File: config.mk
export PLATFORM = sky130hd
export DESIGN_NAME = integer_arithmetic_unit
export DESIGN_NICKNAME = d
export VERILOG_FILES = /design/src/logic/alu_pkg.sv /design/src/logic/serial_divider.sv /design/src/logic/integer_arithmetic_unit.sv
export SDC_FILE = /design/constraint.sdc
export NUM_CORES = 1
export LEC_CHECK = 0
export BUFFER_PORTS_ARGS = -buffer_cell sky130_fd_sc_hd__buf_2
export CORE_UTILIZATION = 64
export DETAILED_ROUTE_END_ITERATION = 8
export GPL_ROUTABILITY_DRIVEN = 0
export MAX_ROUTING_LAYER = met4
export PLACE_DENSITY = 0.82
export SYNTH_ARGS = -nofsm -noshare
export SYNTH_HDL_FRONTEND = slang
export SYNTH_HIERARCHICAL = 1
export SYNTH_SLANG_ARGS = --single-unit
File: constraint.sdc
create_clock -name ref_clk_in -period 3.85 [get_ports ref_clk_in]
set_input_delay 1.155 -clock ref_clk_in [delete_from_list [all_inputs] [get_ports ref_clk_in]]
set_output_delay 1.155 -clock ref_clk_in [all_outputs]
set_load 0.005 [all_outputs]
File: src/logic/alu_pkg.sv
/*
  Constants and types shared by the integer arithmetic unit and its divider.
  Assumes a single 20 MHz clock and an active-low asynchronous reset.
*/
// Summary of operation
// - add and subtract with carry fold the carry flag into the result
// - decimal add and subtract are byte only, packed BCD, with carry
// - unsigned multiply of 8x8 or 16x16 operands into the destination
// - unsigned divide 16/8 or 32/16, quotient and remainder to destination
// - compare subtracts operands, updates flags only, writes nothing
// - zero extend clears bits 15 to 8
// - zero compare tests operand against zero, flags only
// - negate replaces operand by zero minus operand
// - zero store writes an all-zero byte or word
// - test then set: flags from operand, write back with bit 7 set
package alu_pkg;
  localparam int unsigned ref_clk_hz = 20_000_000;
  localparam int unsigned word_w = 16;
  localparam int unsigned div_steps_byte = 8;
  localparam int unsigned div_steps_word = 16;
  localparam logic [3:0] flags_reset = 4'h0;
  localparam logic [31:0] result_reset = 32'h0000_0000;
  localparam int unsigned flag_c = 0;
  localparam int unsigned flag_v = 1;
  localparam int unsigned flag_z = 2;
  localparam int unsigned flag_n = 3;
  typedef enum logic [3:0] {
    add_with_carry,
    subtract_with_borrow,
    decimal_add,
    decimal_subtract,
    unsigned_multiply,
    unsigned_divide,
    compare_op,
    sign_extend_byte,
    zero_extend_byte,
    zero_compare,
    negate_op,
    zero_store,
    test_then_set_msb
  } alu_op_t;
endpackage : alu_pkg

File: src/logic/serial_divider.sv
/*
  Restoring unsigned divider, one quotient bit per clock.
  Assumes start is only pulsed while busy is low.
*/
`timescale 1ns/1ps
`default_nettype none
module serial_divider (
  input wire logic clk_in,
  input wire logic resetn_in,
  input wire logic start_in,
  input wire logic word_in,
  input wire logic [31:0] dividend_in,
  input wire logic [15:0] divisor_in,
  output logic busy_out,
  output logic done_out,
  output logic [15:0] quotient_out,
  output logic [15:0] remainder_out
);
  import alu_pkg::*;
  logic [16:0] rem;
  logic [31:0] shreg;
  logic [15:0] dsr;
  logic [4:0] count;
  logic wide;
  logic [16:0] trial;
  logic [16:0] shifted;

  always_comb begin
    // byte mode keeps the running remainder in the low 9 bits
    shifted = wide ? {rem[15:0], shreg[31]} : {8'h00, rem[7:0], shreg[15]};
    trial = shifted - {1'b0, dsr};
  end

  always_ff @(posedge clk_in or negedge resetn_in) begin
    if (!resetn_in) begin
      rem <= 17'h00000;
      shreg <= 32'h0000_0000;
      dsr <= 16'h0000;
      count <= 5'h00;
      wide <= 1'b0;
      busy_out <= 1'b0;
      done_out <= 1'b0;
      quotient_out <= 16'h0000;
      remainder_out <= 16'h0000;
    end else begin
      done_out <= 1'b0;
      if (start_in && !busy_out) begin
        busy_out <= 1'b1;
        wide <= word_in;
        dsr <= divisor_in;
        // high half seeds the remainder so every low dividend bit is shifted through;
        // a high half not below the divisor overflows the quotient and is not flagged
        shreg <= word_in ? {dividend_in[15:0], 16'h0000} : {16'h0000, dividend_in[7:0], 8'h00};
        rem <= word_in ? {1'b0, dividend_in[31:16]} : {9'h000, dividend_in[15:8]};
        count <= word_in ? 5'(div_steps_word) : 5'(div_steps_byte);
      end else if (busy_out) begin
        if (!trial[16]) begin
          rem <= trial;
        end else begin
          rem <= shifted;
        end
        shreg <= {shreg[30:0], ~trial[16]};
        count <= count - 5'h01;
        if (count == 5'h01) begin
          busy_out <= 1'b0;
          done_out <= 1'b1;
          quotient_out <= wide ? {shreg[14:0], ~trial[16]} : {8'h00, shreg[6:0], ~trial[16]};
          remainder_out <= !trial[16] ? trial[15:0] : shifted[15:0];
        end
      end
    end
  end
endmodule : serial_divider
`default_nettype wire

File: src/logic/integer_arithmetic_unit.sv
/*
  Arithmetic execution datapath: carry arithmetic, BCD, multiply, divide,
  compare, extensions, test, negate, clear and test-and-set.
  Assumes the sequencer presents operands with a one-cycle start pulse and
  waits for done before the next start.
*/
`timescale 1ns/1ps
`default_nettype none
module integer_arithmetic_unit (
  input wire logic ref_clk_in,
  input wire logic resetn_in,
  input wire logic start_in,
  input wire alu_pkg::alu_op_t op_in,
  input wire logic word_in,
  input wire logic [31:0] dest_in,
  input wire logic [15:0] source_operand_in,
  input wire logic carry_in,
  output logic done_out,
  output logic write_out,
  output logic [31:0] result_out,
  output logic [3:0] flags_out
);
  import alu_pkg::*;

  logic div_start;
  logic div_busy;
  logic div_done;
  logic [15:0] div_quot;
  logic [15:0] div_rem;
  logic div_word;
  logic div_zero;
  logic [31:0] next_result;
  logic [3:0] next_flags;
  logic next_write;

  // flags at the selected size; v and c supplied by caller
  function automatic logic [3:0] size_flags(input logic [15:0] r, input logic wd, input logic v, input logic c);
    logic [3:0] f;
    f = 4'h0;
    f[flag_n] = wd ? r[15] : r[7];
    f[flag_z] = wd ? (r == 16'h0000) : (r[7:0] == 8'h00);
    f[flag_v] = v;
    f[flag_c] = c;
    return f;
  endfunction : size_flags

  // one BCD digit step, returns {carry, digit}
  function automatic logic [4:0] bcd_digit(input logic [3:0] a, input logic [3:0] b, input logic ci,
                                           input logic sub);
    logic [4:0] s;
    s = 5'h00;
    if (!sub) begin
      s = {1'b0, a} + {1'b0, b} + {4'h0, ci};
      if (s > 5'h09) begin
        s = (s + 5'h06) | 5'h10;
      end
    end else begin
      s = {1'b0, a} - {1'b0, b} - {4'h0, ci};
      if (s[4]) begin
        s = (s - 5'h06) | 5'h10;
      end
    end
    return {s[4], s[3:0]};
  endfunction : bcd_digit

  serial_divider u_div (
    .clk_in(ref_clk_in),
    .resetn_in(resetn_in),
    .start_in(div_start),
    .word_in(word_in),
    .dividend_in(word_in ? dest_in : {16'h0000, dest_in[15:0]}),
    .divisor_in(word_in ? source_operand_in : {8'h00, source_operand_in[7:0]}),
    .busy_out(div_busy),
    .done_out(div_done),
    .quotient_out(div_quot),
    .remainder_out(div_rem)
  );

  // zero divisor bypasses the divider and completes at once
  assign div_zero = word_in ? (source_operand_in == 16'h0000) : (source_operand_in[7:0] == 8'h00);
  assign div_start = start_in && (op_in == unsigned_divide) && !div_zero && !div_busy;

  always_comb begin
    logic [16:0] sum;
    logic [8:0] sum_b;
    logic [4:0] lo;
    logic [4:0] hi;
    logic [15:0] a;
    logic [15:0] b;
    logic v;
    logic c;
    sum = 17'h00000;
    sum_b = 9'h000;
    lo = 5'h00;
    hi = 5'h00;
    a = dest_in[15:0];
    b = source_operand_in;
    v = 1'b0;
    c = 1'b0;
    next_result = dest_in;
    next_write = 1'b0;
    next_flags = flags_out;
    case (op_in)
      add_with_carry, subtract_with_borrow, compare_op, negate_op: begin
        if (op_in == negate_op) begin
          b = dest_in[15:0];
          a = 16'h0000;
        end
        if (op_in == add_with_carry) begin
          sum = {1'b0, a} + {1'b0, b} + {16'h0000, carry_in};
          sum_b = {1'b0, a[7:0]} + {1'b0, b[7:0]} + {8'h00, carry_in};
        end else begin
          sum = {1'b0, a} - {1'b0, b} - {16'h0000, (op_in == subtract_with_borrow) & carry_in};
          sum_b = {1'b0, a[7:0]} - {1'b0, b[7:0]} - {8'h00, (op_in == subtract_with_borrow) & carry_in};
        end
        c = word_in ? sum[16] : sum_b[8];
        if (op_in == add_with_carry) begin
          v = word_in ? (a[15] == b[15]) && (sum[15] != a[15]) : (a[7] == b[7]) && (sum[7] != a[7]);
        end else begin
          v = word_in ? (a[15] != b[15]) && (sum[15] != a[15]) : (a[7] != b[7]) && (sum[7] != a[7]);
        end
        next_flags = size_flags(sum[15:0], word_in, v, c);
        if (op_in == compare_op) begin
          next_write = 1'b0;
        end else begin
          next_write = 1'b1;
          next_result[15:0] = word_in ? sum[15:0] : {dest_in[15:8], sum[7:0]};
        end
      end
      decimal_add, decimal_subtract: begin
        lo = bcd_digit(dest_in[3:0], source_operand_in[3:0], carry_in, op_in == decimal_subtract);
        hi = bcd_digit(dest_in[7:4], source_operand_in[7:4], lo[4], op_in == decimal_subtract);
        next_result[7:0] = {hi[3:0], lo[3:0]};
        next_write = 1'b1;
        next_flags = size_flags({8'h00, hi[3:0], lo[3:0]}, 1'b0, 1'b0, hi[4]);
      end
      unsigned_multiply: begin
        if (word_in) begin
          // operands widened first: a self-sized product would lose its upper half
          next_result = 32'(dest_in[15:0]) * 32'(source_operand_in);
          next_flags = size_flags(16'h0000, 1'b1, 1'b0, 1'b0);
          next_flags[flag_n] = next_result[31];
          next_flags[flag_z] = (next_result == 32'h0000_0000);
        end else begin
          next_result = {16'h0000, 16'(dest_in[7:0]) * 16'(source_operand_in[7:0])};
          next_flags = size_flags(next_result[15:0], 1'b1, 1'b0, 1'b0);
        end
        next_write = 1'b1;
      end
      unsigned_divide: begin
        // divide by zero: destination kept, V and Z raised
        next_flags = size_flags(16'h0000, word_in, 1'b1, 1'b0);
        next_write = 1'b0;
      end
      sign_extend_byte: begin
        next_result[15:0] = {{8{dest_in[7]}}, dest_in[7:0]};
        next_write = 1'b1;
        next_flags = size_flags(next_result[15:0], 1'b1, 1'b0, 1'b0);
      end
      zero_extend_byte: begin
        next_result[15:0] = {8'h00, dest_in[7:0]};
        next_write = 1'b1;
        next_flags = size_flags(next_result[15:0], 1'b1, 1'b0, 1'b0);
      end
      zero_compare: begin
        next_flags = size_flags(dest_in[15:0], word_in, 1'b0, 1'b0);
      end
      zero_store: begin
        next_result[15:0] = word_in ? 16'h0000 : {dest_in[15:8], 8'h00};
        next_write = 1'b1;
        next_flags = size_flags(16'h0000, word_in, 1'b0, 1'b0);
      end
      test_then_set_msb: begin
        next_flags = size_flags(dest_in[15:0], 1'b0, 1'b0, 1'b0);
        next_result[7] = 1'b1;
        next_write = 1'b1;
      end
      default: begin
        next_write = 1'b0;
      end
    endcase
  end

  always_ff @(posedge ref_clk_in or negedge resetn_in) begin
    if (!resetn_in) begin
      done_out <= 1'b0;
      write_out <= 1'b0;
      result_out <= result_reset;
      flags_out <= flags_reset;
      div_word <= 1'b0;
    end else begin
      done_out <= 1'b0;
      write_out <= 1'b0;
      if (div_start) begin
        div_word <= word_in;
      end
      if (div_done) begin
        // remainder in upper half, quotient in lower half
        result_out <= div_word ? {div_rem, div_quot} : {16'h0000, div_rem[7:0], div_quot[7:0]};
        flags_out <= size_flags(div_quot, div_word, 1'b0, 1'b0);
        done_out <= 1'b1;
        write_out <= 1'b1;
      end else if (start_in && !div_start && !div_busy) begin
        result_out <= next_result;
        flags_out <= next_flags;
        write_out <= next_write;
        done_out <= 1'b1;
      end
    end
  end
endmodule : integer_arithmetic_unit
`default_nettype wire

==> flow_metrics.env, run 1 <==
export IMPL_tritoncts_buffers=17
export IMPL_start_util_pct=65.4
export IMPL_ys_ff_latch=143
export IMPL_fp_row_count=68
export IMPL_postSynthNetCount=3282
export IMPL_synth_distinct_cells=86
export IMPL_cts_sinks=143
export IMPL_cts_htree_levels=4
export IMPL_outcome="stopped before the end"
export IMPL_async_s_r_ff_share_synth_pct=100
export IMPL_detailedPlace_worstSlack_ps=-3600
export IMPL_port_buffers=94
export IMPL_post_synth_main_area_contributors="sky130_fd_sc_hd__fa_1, sky130_fd_sc_hd__dfrtp_1, sky130_fd_sc_hd__ha_1"
export IMPL_cts_root_buf="sky130_fd_sc_hd__clkbuf_16"
export IMPL_yosys_area_top_type="sky130_fd_sc_hd__fa_1"
export IMPL_yosysSeqAreaShare_pct=15.8
export IMPL_share_of_yosys_cell_area_claimed_by_the_top_area_cell_type_pct=21.4
export IMPL_postSynthCellCount=2757
export IMPL_synth_edf_count=0
export IMPL_post_dp_hpwl_um=64900
export IMPL_cts_max_path_buffers=2
export IMPL_first_error="[ERROR GRT-0232] Routing congestion too high. Check the congestion heatmap in the GUI."
export IMPL_postCtsHoldBufs=0
export IMPL_synth_ff_type="sky130_fd_sc_hd__dfrtp_1"
export IMPL_synth_area_per_cell_um2=8.23
export IMPL_grt_util_all_layers_pct=74.9
export IMPL_die_y_um=190
export IMPL_die_w_um=190
export IMPL_grt_ovfl_total=103
export IMPL_synthesis_yosys_warnings=6
export IMPL_synth_area_um2=22700
export IMPL_haltStage="5_1_grt"
export IMPL_place_inst=3635
export IMPL_total_i_o_pin_count=95
export IMPL_grt_max_degree=78
==> metal layers <==
metal	overflow	track usage, %
met5	-	-
met4	47	73.0
met3	3	58.3
met2	50	90.1
met1	3	73.3
==> cells in the mapped netlist (21+ instances only) <==
library cell,n
sky130_fd_sc_hd__a31oi_1,26
sky130_fd_sc_hd__nor3_1,40
sky130_fd_sc_hd__inv_1,387
sky130_fd_sc_hd__o21ai_0,180
sky130_fd_sc_hd__xnor2_1,55
sky130_fd_sc_hd__a22oi_1,32
sky130_fd_sc_hd__a21oi_1,111
sky130_fd_sc_hd__nand3_1,50
sky130_fd_sc_hd__dfrtp_1,143
sky130_fd_sc_hd__and2_1,134
sky130_fd_sc_hd__ha_1,225
sky130_fd_sc_hd__fa_1,243
sky130_fd_sc_hd__a21o_1,21
sky130_fd_sc_hd__nand2_1,380
sky130_fd_sc_hd__clkbuf_1,139
sky130_fd_sc_hd__nor2_1,122
sky130_fd_sc_hd__mux2i_1,39
sky130_fd_sc_hd__o211ai_1,35
sky130_fd_sc_hd__a211oi_1,27
sky130_fd_sc_hd__xor2_1,35
==> metrics by stage <==
step	instance area (µm²)	TNS [ps]	hold slack (ps)
3_5_place_dp	27200	-106340	473
2_1_floorplan	23400	-67750	448
3_3_place_gp	27200	-97010	464
4_1_cts	29500	-73560	493
==> timing repair <==
action / 4_1_cts
endpoints found under the hold margin: 0
buffers inserted: 52
gates cloned: 0
resized for setup: 335
pin swaps: 156
setup endpoints to repair: 38
==> kinds of logic after synthesis <==
family | synth area share [%]
simple gates | 18.2
compound gates | 17.6
buf+inv | 9.09
fa+ha+maj | 33.8
flops | 15.8
xor+xnor | 3.47
mux | 2.02
==> run 2: changes to the inputs <==
- CORE_UTILIZATION: 64 -> 40
- MAX_ROUTING_LAYER: met4 -> unset
- PLACE_DENSITY: 0.82 -> unset
- PLACE_DENSITY_LB_ADDON: unset -> 0.15
==> run 2 against run 1 <==
  * The flow now finishes, with violations (setup timing)
  * Synthesized area unchanged
  * Synthesized cell count stayed put
==> flow_metrics.env, run 2 <==
export IMPL_vias_per_std_cell=5.52
export IMPL_layout_cells_most_common="sky130_fd_sc_hd__buf_4"
export IMPL_detail_route_antenna_nets=0
export IMPL_setup_tns_ps=-74260
export IMPL_grt_ovfl_total=0
export IMPL_synth_area_um2=22700
export IMPL_async_s_r_ff_share_synth_pct=100
export IMPL_postSynthCellCount=2757
export IMPL_seq_area_um2=3580
export IMPL_critPathArrivalTime_ps=7170
export IMPL_synthesis_yosys_warnings=6
export IMPL_clkSlewWorstSetupHoldPaths_ps=70
export IMPL_detailedPlace_worstSlack_ps=-3710
export IMPL_synth_commonest_cells="sky130_fd_sc_hd__inv_1, sky130_fd_sc_hd__nand2_1, sky130_fd_sc_hd__fa_1"
export IMPL_global_route_peak_usage_layer="met2"
export IMPL_die_y_um=240
export IMPL_worst_path_max_delay_cell="sky130_fd_sc_hd__fa_1"
export IMPL_global_route_usage_met1_pct=38.3
export IMPL_grt_max_degree=84
export IMPL_timing_setup_critical_path_class="in2reg"
export IMPL_route_vias_total=22300
export IMPL_min_delay_worst_endpoint="u_div/shreg[21]$_DFFE_PN0P_"
export IMPL_worstReg2RegEnd="u_div/rem[15]$_DFFE_PN0P_"
export IMPL_startpoint_type="input port"
export IMPL_design_core_area_um2=55500
export IMPL_total_i_o_pin_count=95
export IMPL_timing_hold_violations_final=0
export IMPL_cp_max_fo=4
export IMPL_synth_edf_count=0
export IMPL_grt_first_pass_wirelength_um=131000
export IMPL_share_of_yosys_cell_area_claimed_by_the_top_area_cell_type_pct=21.4
export IMPL_fp_dieArea_um2=57700
export IMPL_synth_area_per_cell_um2=8.23
export IMPL_initialDrtViolationCount=1629
export IMPL_layout_top_registers="result_out x32, u_div/shreg x32"
export IMPL_die_w_um=240
export IMPL_fillerInstances=5072
export IMPL_cts_sinks=143
export IMPL_firstDrtPassIters=5
export IMPL_path_delay_family="adder cells"
export IMPL_timing_final_ws_setup_ps=-2980
export IMPL_period_share_pct=177
export IMPL_drive_above_1_share_pct=30.0
export IMPL_groute_layer_met3_usage_pct=4.25
export IMPL_synthToLayoutAreaGrowth_pct=34.7
export IMPL_mostFrequentLayoutCells="sky130_fd_sc_hd__buf_4, sky130_fd_sc_hd__nand2_1, sky130_fd_sc_hd__inv_1, sky130_fd_sc_hd__fa_1, sky130_fd_sc_hd__ha_1"
export IMPL_post_synth_main_area_contributors="sky130_fd_sc_hd__fa_1, sky130_fd_sc_hd__dfrtp_1, sky130_fd_sc_hd__ha_1"
export IMPL_postLayoutCoreUtil_pct=55.1
export IMPL_cp_end_kind="flip-flop"
export IMPL_max_freq_ghz=0.146
export IMPL_drc=0
export IMPL_tritoncts_buffers=17
export IMPL_synth_ff_type="sky130_fd_sc_hd__dfrtp_1"
export IMPL_failed_checks="setup timing"
export IMPL_fp_row_count=86
export IMPL_yosysSeqAreaShare_pct=15.8
export IMPL_total_count_of_max_transition_violations_in_the_final_report=0
export IMPL_relSlewSlack_pct=45.0
export IMPL_cts_root_buf="sky130_fd_sc_hd__clkbuf_16"
export IMPL_design_final_nets=3806
export IMPL_cts_max_path_buffers=2
export IMPL_synth_most_common_cell="sky130_fd_sc_hd__inv_1"
export IMPL_holdCritPathClass="reg2reg"
export IMPL_postSynthNetCount=3282
export IMPL_setup_violations_final=33
export IMPL_worst_ep_required_time_ps=4200
export IMPL_area_of_the_multi_input_gates_um2=18700
export IMPL_ys_ff_latch=143
export IMPL_whs_path_depth=2
export IMPL_wl_per_cell_um=20.8
export IMPL_post_dp_hpwl_um=68200
export IMPL_synth_distinct_cells=86
export IMPL_reg2regPathDepth=11
export IMPL_detailed_place_area_um2=28000
export IMPL_postLayoutCellArea_um2=30600
export IMPL_hold_path_startpoint="u_div/shreg[20]$_DFFE_PN0P_"
export IMPL_max_cap_violations=0
export IMPL_port_buffers=94
export IMPL_worst_r2r_setup_slack_ps=490
export IMPL_grt_util_all_layers_pct=29.7
export IMPL_yosys_area_top_type="sky130_fd_sc_hd__fa_1"
export IMPL_grt_met2_usage_pct=49.6
export IMPL_clk_insertion_delay_late_ps=440
export IMPL_tritoncts_clock_tree="done"
export IMPL_via_count_of_the_first_global_routing_pass=23100
export IMPL_postRouteWirelength_um=84300
export IMPL_critical_path_max_stage_delay_ps=550
export IMPL_finalWorstPathRequiredPeriod_ps=6830
export IMPL_cp_num_buf_inv=8
export IMPL_clock_skew_after_layout_ps=10.1
export IMPL_cts_htree_levels=4
export IMPL_grt_antenna_before_repair=7
export IMPL_outcome="finished, violations left"
export IMPL_rsz_0062_raised_after_global_routing="yes"
export IMPL_start_util_pct=40.9
export IMPL_worst_pin_slew_ps=819
export IMPL_worst_r2r_startpoint="u_div/wide$_DFFE_PN0P_"
==> run 2: cell counts after synthesis <==
No cell type changed its count.
==> run 2: final cells by class <==
class,count,area share [%]
Clock buffer,18,1.44
Clock inverter,14,0.561
Timing Repair Buffer,659,17.2
Inverter,387,4.78
Sequential cell,143,11.7
Tap cell,748,3.06
Antenna cell,3,0.0246
Multi-Input combinational cell,2073,61.3
==> run 2: metrics by stage <==
stage          hold slack [ps]  std cells
2_1_floorplan              448       2757
3_3_place_gp               467       3971
3_5_place_dp               474       3971
4_1_cts                    491       4027
5_1_grt                    518       4044
6_report                   492       4045
==> run 2: worst min-delay path: cells and delay by family, from the launching register on <==
family / cells / cell delay [ps]
AO/OA/AOI/OAI: 1 / 60
AND/OR/NAND/NOR: 1 / 50
flip-flops: 1 / 350
==> run 2: repair_timing <==
| action | CTS | global route |
|---|---|---|
| buffers inserted | 31 | 21 |
| hold buffers | 0 | 0 |
| resized for setup | 266 | 117 |
| pin swaps | 132 | 105 |
| endpoints found under the setup margin | 35 | 35 |
==> run 2: cells by family (layout without fill, tap and decap cells) <==
group / count (synthesis) / count (layout) / share of synthesized area [%]
compound gates: 606 / 606 / 17.6
xor+xnor: 90 / 90 / 3.47
fa+ha+maj: 468 / 468 / 33.8
buf+inv: 541 / 1078 / 9.09
flops: 143 / 143 / 15.8
mux: 45 / 45 / 2.02
other cells: 0 / 3 / 0
simple gates: 864 / 864 / 18.2
==> run 2: how the worst max path moves through the flow <==
| stage | from | endpoint | slack (ps) | depth (start not counted) |
|---|---|---|---|---|
| finish | source_operand_in[5] | flags_out[2]$_DFFE_PN0P_ | -2980 | 26 |
| global route | dest_in[7] | flags_out[2]$_DFFE_PN0P_ | -3150 | 26 |
| CTS | source_operand_in[4] | flags_out[2]$_DFFE_PN0P_ | -2800 | 24 |
| detailed placement | dest_in[7] | flags_out[2]$_DFFE_PN0P_ | -3710 | 24 |
| global placement | source_operand_in[4] | result_out[28]$_DFFE_PN0P_ | -3570 | 26 |
| floorplan | dest_in[5] | flags_out[2]$_DFFE_PN0P_ | -2870 | 23 |
==> run 2: layer usage <==
layer,part of all wire (%),vias to the layer above
met4,4.6,4
met2,47,812
met3,7.1,204
met5,0.026,-
li1,-,10300
met1,41,11000
Power of run 2 is left out: the tool's default activity adds up to more than one toggle a clock period on the data nets, which glitch-free logic cannot reach.
